## config.mk

```make
export PLATFORM = sky130hd
export DESIGN_NAME = scsl_host_flat
export DESIGN_NICKNAME = d
export VERILOG_FILES = /design/src/scsl_pkg.sv /design/src/scsl_if.sv /design/src/scsl_host.sv /design/src/flat_wrapper.sv
export VERILOG_INCLUDE_DIRS = /design/src
export SDC_FILE = /design/constraint.sdc
export NUM_CORES = 1
export LEC_CHECK = 0
export BUFFER_PORTS_ARGS = -buffer_cell sky130_fd_sc_hd__buf_2
export CORE_UTILIZATION = 51
export DETAILED_ROUTE_END_ITERATION = 8
export GPL_TIMING_DRIVEN = 0
export PLACE_DENSITY = 0.75
export SYNTH_ARGS = -nofsm -noshare
export SYNTH_HDL_FRONTEND = slang
export SYNTH_SLANG_ARGS = --single-unit
```

## constraint.sdc

```tcl
create_clock -name CORE_CLK -period 2.6 [get_ports CORE_CLK]
set_input_delay 0.39 -clock CORE_CLK [delete_from_list [all_inputs] [get_ports CORE_CLK]]
set_output_delay 0.39 -clock CORE_CLK [all_outputs]
set_load 0.05 [all_outputs]
```

## src/scsl_params.svh

```systemverilog
// Timing and layout constants for the switch control shift latch.
// Assumes a single core clock of 250 MHz; included by bare name.
`ifndef SCSL_PARAMS_SVH
`define SCSL_PARAMS_SVH
`define SCSL_NUM_SWITCH     16
`define SCSL_CORE_CLK_MHZ   250
`define SCSL_SCLK_MAX_MHZ   66
// Half period of the generated shift clock, in core cycles, rounded up
`define SCSL_SCLK_HALF_CYC  ((`SCSL_CORE_CLK_MHZ + 2*`SCSL_SCLK_MAX_MHZ - 1) \
                             / (2*`SCSL_SCLK_MAX_MHZ))
`define SCSL_SHIFT_RST      16'h0000
`define SCSL_LATCH_RST      16'h0000
`endif

```

## src/scsl_pkg.sv

```systemverilog
// Types used by the host end and the bench of the switch control shift latch link.
// Assumes scsl_params.svh is on the include path.
`include "scsl_params.svh"
package scsl_pkg;
  typedef logic [`SCSL_NUM_SWITCH-1:0] scsl_word_t;
  typedef enum logic [1:0] {
    SCSL_IDLE  = 2'b00,
    SCSL_SHIFT = 2'b01,
    SCSL_LOAD  = 2'b10,
    SCSL_DONE  = 2'b11
  } scsl_state_e;
endpackage

```

## src/scsl_if.sv

```systemverilog
// Serial link between host and switch device.
// Assumes the bench joins two ends; all signals are plain one-way wires.
`timescale 1ns/1ps
interface scsl_if;
  logic sclk;
  logic sdata_in;
  logic sdata_out;
  logic latch_load_n;
  logic latch_clear;
  modport host (output sclk, output sdata_in, output latch_load_n,
                output latch_clear, input sdata_out);
  modport dev  (input sclk, input sdata_in, input latch_load_n,
                input latch_clear, output sdata_out);
endinterface

```

## src/scsl_host.sv

```systemverilog
// Host end: shifts a chain frame out, then pulses the load low once.
// Assumes the device samples the link; generates the shift clock itself.
`timescale 1ns/1ps
`include "scsl_params.svh"
module scsl_host #(
  parameter int NUM_SWITCH = `SCSL_NUM_SWITCH,
  parameter int NUM_DEV    = 1,
  parameter int HALF_CYC   = `SCSL_SCLK_HALF_CYC
) (
  // Clock and reset
  input  wire logic                          CORE_CLK,
  input  wire logic                          SRST,
  // Link
  scsl_if.host                               LINK,
  // User request
  input  wire logic                          START,
  input  wire logic [NUM_DEV*NUM_SWITCH-1:0] FRAME,
  input  wire logic                          CLEAR,
  output logic                               BUSY,
  output logic                               DONE,
  // Read-back of previous chain contents
  output logic [NUM_DEV*NUM_SWITCH-1:0]      READBACK
);
  localparam int W = NUM_DEV * NUM_SWITCH;
  scsl_pkg::scsl_state_e st_ff, nxt_st;
  logic [W-1:0]  dat_ff, nxt_dat;
  logic [W-1:0]  rb_ff, nxt_rb;
  logic [15:0]   bit_ff, nxt_bit;
  logic [7:0]    div_ff, nxt_div;
  logic          sclk_ff, nxt_sclk;
  logic          sdo_ff, nxt_sdo;
  logic          load_n_ff, nxt_load_n;
  logic          clear_ff, nxt_clear;
  logic          busy_ff, nxt_busy;
  logic          done_ff, nxt_done;
  logic [1:0]    rsync_ff, nxt_rsync;
  logic          tick;

  always_comb begin
    nxt_st     = st_ff;
    nxt_dat    = dat_ff;
    nxt_rb     = rb_ff;
    nxt_bit    = bit_ff;
    nxt_sclk   = sclk_ff;
    nxt_sdo    = sdo_ff;
    nxt_load_n = 1'b1;
    nxt_clear  = CLEAR;
    nxt_done   = 1'b0;
    nxt_rsync  = {rsync_ff[0], LINK.sdata_out};
    // Divider keeps shift clock at or below its top rate // R1
    tick       = (div_ff == 8'(HALF_CYC - 1));
    nxt_div    = tick ? 8'h00 : div_ff + 8'h01;
    case (st_ff)
      scsl_pkg::SCSL_IDLE: begin
        nxt_div = 8'h00;
        if (START) begin
          nxt_st  = scsl_pkg::SCSL_SHIFT;
          nxt_dat = FRAME;
          nxt_sdo = FRAME[W-1];
          nxt_bit = 16'h0000;
          nxt_clear = 1'b0;
        end
      end
      scsl_pkg::SCSL_SHIFT: begin
        nxt_clear = 1'b0;
        if (tick) begin
          nxt_sclk = ~sclk_ff;
          if (!sclk_ff) begin
            // Chain output arrives one rise late through the syncs,
            // so the first rise is skipped and the load takes the last
            if (bit_ff != 16'h0000) begin
              nxt_rb = {rb_ff[W-2:0], rsync_ff[1]};
            end
          end else begin
            nxt_dat = {dat_ff[W-2:0], 1'b0};
            nxt_sdo = dat_ff[W-2];
            nxt_bit = bit_ff + 16'h0001;
            if (bit_ff == 16'(W - 1)) begin
              nxt_st = scsl_pkg::SCSL_LOAD;
            end
          end
        end
      end
      scsl_pkg::SCSL_LOAD: begin
        nxt_load_n = 1'b0;
        nxt_clear  = 1'b0;
        if (tick) begin
          nxt_rb = {rb_ff[W-2:0], rsync_ff[1]};
          nxt_st = scsl_pkg::SCSL_DONE;
        end
      end
      scsl_pkg::SCSL_DONE: begin
        nxt_done = 1'b1;
        nxt_st   = scsl_pkg::SCSL_IDLE;
      end
      default: nxt_st = scsl_pkg::SCSL_IDLE;
    endcase
    nxt_busy = (nxt_st != scsl_pkg::SCSL_IDLE);
  end

  always_ff @(posedge CORE_CLK) begin
    if (SRST) begin
      st_ff     <= scsl_pkg::SCSL_IDLE;
      dat_ff    <= '0;
      rb_ff     <= '0;
      bit_ff    <= 16'h0000;
      div_ff    <= 8'h00;
      sclk_ff   <= 1'b0;
      sdo_ff    <= 1'b0;
      load_n_ff <= 1'b1;
      clear_ff  <= 1'b0;
      busy_ff   <= 1'b0;
      done_ff   <= 1'b0;
      rsync_ff  <= 2'h0;
    end else begin
      st_ff     <= nxt_st;
      dat_ff    <= nxt_dat;
      rb_ff     <= nxt_rb;
      bit_ff    <= nxt_bit;
      div_ff    <= nxt_div;
      sclk_ff   <= nxt_sclk;
      sdo_ff    <= nxt_sdo;
      load_n_ff <= nxt_load_n;
      clear_ff  <= nxt_clear;
      busy_ff   <= nxt_busy;
      done_ff   <= nxt_done;
      rsync_ff  <= nxt_rsync;
    end
  end

  assign LINK.sclk         = sclk_ff;
  assign LINK.sdata_in     = sdo_ff;
  assign LINK.latch_load_n = load_n_ff;
  assign LINK.latch_clear  = clear_ff;
  assign BUSY              = busy_ff;
  assign DONE              = done_ff;
  assign READBACK          = rb_ff;
endmodule // scsl_host

```

## src/flat_wrapper.sv

```systemverilog
// flat-port wrapper written by rule: the top's interface ports become plain ports
module scsl_host_flat 
#(
  parameter int NUM_SWITCH = `SCSL_NUM_SWITCH,
  parameter int NUM_DEV    = 1,
  parameter int HALF_CYC   = `SCSL_SCLK_HALF_CYC
)
  (CORE_CLK, SRST, START, FRAME, CLEAR, BUSY, DONE, READBACK, LINK_sclk, LINK_sdata_in, LINK_latch_load_n, LINK_latch_clear, LINK_sdata_out);
  scsl_if LINK_i ();
  input  wire logic CORE_CLK;
  input  wire logic SRST;
  input  wire logic START;
  input  wire logic [NUM_DEV*NUM_SWITCH-1:0] FRAME;
  input  wire logic CLEAR;
  output logic BUSY;
  output logic DONE;
  output logic [NUM_DEV*NUM_SWITCH-1:0] READBACK;
  output wire logic [$bits(LINK_i.sclk)-1:0] LINK_sclk;
  output wire logic [$bits(LINK_i.sdata_in)-1:0] LINK_sdata_in;
  output wire logic [$bits(LINK_i.latch_load_n)-1:0] LINK_latch_load_n;
  output wire logic [$bits(LINK_i.latch_clear)-1:0] LINK_latch_clear;
  input wire logic [$bits(LINK_i.sdata_out)-1:0] LINK_sdata_out;
  assign LINK_sclk = LINK_i.sclk;
  assign LINK_sdata_in = LINK_i.sdata_in;
  assign LINK_latch_load_n = LINK_i.latch_load_n;
  assign LINK_latch_clear = LINK_i.latch_clear;
  assign LINK_i.sdata_out = LINK_sdata_out;
  scsl_host #(.NUM_SWITCH(NUM_SWITCH), .NUM_DEV(NUM_DEV), .HALF_CYC(HALF_CYC)) u_core (.CORE_CLK(CORE_CLK), .SRST(SRST), .LINK(LINK_i), .START(START), .FRAME(FRAME), .CLEAR(CLEAR), .BUSY(BUSY), .DONE(DONE), .READBACK(READBACK));
endmodule
```

==> reports/metrics.yaml <==
slowest_stage: "or3b_2"
outcome: "finished, final reports clean"
power.density_nw_per_um2: 615
p_int_uw: 1640
finalCritPeriodShare_pct: 83.7
critPathLaunch: "u_core.div_ff[0]$_SDFF_PP0_"
r2r_cells: 7
io_pins: 43
hold_viol: 0
synth-seq-area-share_pct: 42.7
synthArstFlopShare_pct: 0
root_buffer: "clkbuf_8"
path_clk_slew_ns: 0.08
rrSetupSlack_ns: 0.42
post-route-util_pct: 63.4
netlist_instances: 341
rsz0062_at_grt: "false"
min_path_type: "input pin to flop"
wl_um: 6410
cts_setup_buffers: 0
ys_types: 40
fp-row-count: 27
slew_violations: 0
setup_violations: 0
fin_skew_ns: 0.00937
start_util_pct: 54.1
holdBufCountCts: 0
drc_errors: 0
seqCellArea_um2: 1300
path_delay_family: "simple AND/OR/NAND/NOR gates"
nets: 419
grt_start_max_net_pins: 14
cts_buffer_depth: 2
dieHeight_um: 79.3
criticalPathCategory: "flop to flop"
seq_power_share_pct: 47.3
setup.worst_path.start_class: "flop"
final_area_um2: 3570
critical_path.endpoint: "u_core.READBACK[10]$_SDFFE_PP0P_"
first_pass_iters: 4
grt-ovfl-total: 0
synth.top_cells.by_count: "dfxtp_1, nand2_1, a21oi_1"
synth_top_cell_by_area: "dfxtp_1"
grt_pass1_vias: 2368
synth_most_common_cell: "dfxtp_1"
cp_num_cells: 7
synth_edf_count: 0
fin_crit_ns: 2.18
crit_buf_inv: 2
cp.required_ns: 2.88
yosys_warnings: 0
wire_per_inst_um: 13.6
coreArea_um2: 5640
nFillCells: 480
numPortBuffers: 42
path_max_fanout: 10
worstReg2RegEnd: "u_core.READBACK[10]$_SDFFE_PP0P_"
dieArea_um2: 6290
maxSlewHeadroom_pct: 55.2
comb_power_share_pct: 8.4
cts_htree_levels: 3
reg2reg_from: "u_core.div_ff[0]$_SDFF_PP0_"
endpoint_kind: "flop"
crit_chain: "ha_1 > or3b_2 > nor2_4 > o311a_1 > buf_6 > buf_8 > mux2i_1"
area_delta_synth_final_pct: 17.2
grt_usage_pct: 22.2
fp.dieW_um: 79.3
leakagePower_uw: 0.00137
gp_congestion: 0.805
viasPerCell: 5.57
synth_seq_cells: 65
drive_gt1_share_pct: 23.1
synth_area_leaders: "dfxtp_1, mux2i_1, a21oi_1, nand2_1, a311oi_1"
place_area_um2: 3350
clockPowerShare_pct: 44.3
clk_latency_ns: 0.35
cp_data_arrival_time_ns: 2.46
hpwl_um: 4430
cts-resized-gates: 0
grt_pass1_wl_um: 10800
power.switching_uw: 560
antenna_found_initial: 0
peakVddDrop_v: 0.000430
fmax_mhz: 459
drtIter0Drc: 99
synth_top_area_share_pct: 42.7
drv_cap: 0
crit_path_max_incr_delay_ns: 0.55
route.vias.total: 2625
synth_fp_nets: 366
max_slew.worst_pin.slew_ns: 0.671
synth_ff_type: "dfxtp_1"
detail-route-antenna-nets: 0
setup_tns_ns: 0
syn_area_per_cell_um2: 8.95
multi_input_area_um2: 1490
tritoncts: "built"
cts_buffers: 9
swShare_pct: 25.4
synth_area_um2: 3050
numClockSinks: 65
diodes: 0
registers in the layout, summed over array words and instances (netlist names):
signal,count
u_core.BUSY,1
u_core.DONE,1
u_core.LINK.latch_clear,1
u_core.LINK.latch_load_n,1
u_core.LINK.sclk,1
u_core.LINK.sdata_in,1
u_core.READBACK,16
u_core.bit_ff,16
u_core.dat_ff,15
u_core.div_ff,8
u_core.rsync_ff,2
u_core.st_ff,2
placed cells by master, fill, tap and decap left out, types with 4 or more instances in the layout:
cell       n
nand3_1   14
dfxtp_1   65
clkbuf_8   9
buf_4     15
nand2b_1  19
ha_1       4
nor2_1    16
xor2_1     5
nand2_1   39
clkbuf_1  13
o31ai_1   10
a21oi_1   31
o21ai_0    5
mux2i_1   20
nand4_1    4
a311oi_1  15
buf_2     48
or3_1      6
inv_1      7
or4_1     11
worst register-to-register path: cells and delay by family, from the launching register on:
kind,cells,cell delay [ns]
multiplexers,1,0.20
AND/OR/NAND/NOR,2,0.72
AO/OA/AOI/OAI,1,0.22
buffers and inverters,2,0.32
adder cells (fa/ha/maj),1,0.24
flip-flops,1,0.42
power by group through the flow:
stage | Sequential (uW) | Clock [uW] | Combinational [uW]
2_1_floorplan | 1070 | 0 | 119
3_3_place_gp | 1060 | 0 | 182
3_5_place_dp | 1060 | 0 | 183
4_1_cts | 1040 | 987 | 184
5_1_grt | 1040 | 1040 | 204
6_report | 1040 | 975 | 184
kinds of logic (layout without fill, tap and decap cells):
logic type,count (synthesis),count (layout),share of synthesized area [%]
fa+ha+maj,4,4,1.64
flops,65,65,42.7
compound gates,66,66,14.5
mux,20,20,6.56
simple gates,134,134,24.1
xor+xnor,7,7,2.01
buf+inv,45,103,8.53
layout make-up:
class,count,area share (%)
sequential,65,36.4
multi-input combinational,231,41.7
tap,72,2.52
timing repair buffer,42,5.88
clock buffer,9,3.47
clock inverter,7,2.80
buffer,38,6.55
inverter,7,0.735
metrics by stage:
stage	cells	hold slack (ns)	power, uW	setup slack [ns]
after floorplan	341	0.414	1190	0.487
after global placement	455	0.427	1240	0.461
after detailed placement	455	0.449	1250	0.415
after CTS	471	0.243	2210	0.399
after global routing	471	0.240	2290	0.279
final	471	0.246	2200	0.423
worst min-delay path by stage:
stage | start | endpoint | slack, ns | depth (start not counted)
after floorplan | u_core.rsync_ff[0]$_SDFF_PP0_ | u_core.rsync_ff[1]$_SDFF_PP0_ | 0.41 | 1
after global placement | u_core.rsync_ff[0]$_SDFF_PP0_ | u_core.rsync_ff[1]$_SDFF_PP0_ | 0.43 | 1
after detailed placement | u_core.rsync_ff[0]$_SDFF_PP0_ | u_core.rsync_ff[1]$_SDFF_PP0_ | 0.45 | 1
after CTS | LINK_sdata_out | u_core.rsync_ff[0]$_SDFF_PP0_ | 0.24 | 2
after global routing | LINK_sdata_out | u_core.rsync_ff[0]$_SDFF_PP0_ | 0.24 | 2
final | LINK_sdata_out | u_core.rsync_ff[0]$_SDFF_PP0_ | 0.25 | 2
metal layers:
metal	part of all wire [%]	up-vias	global-route usage [%]	routed length, um
met2	47	77	35.1	3030
met1	46	1213	28.6	2950
met3	5.3	10	6.44	338
met4	1.4	0	8.55	92
met5	0	-	0	0
li1	-	1325	-	-
No activity file was read; power rests on OpenSTA's default activity.
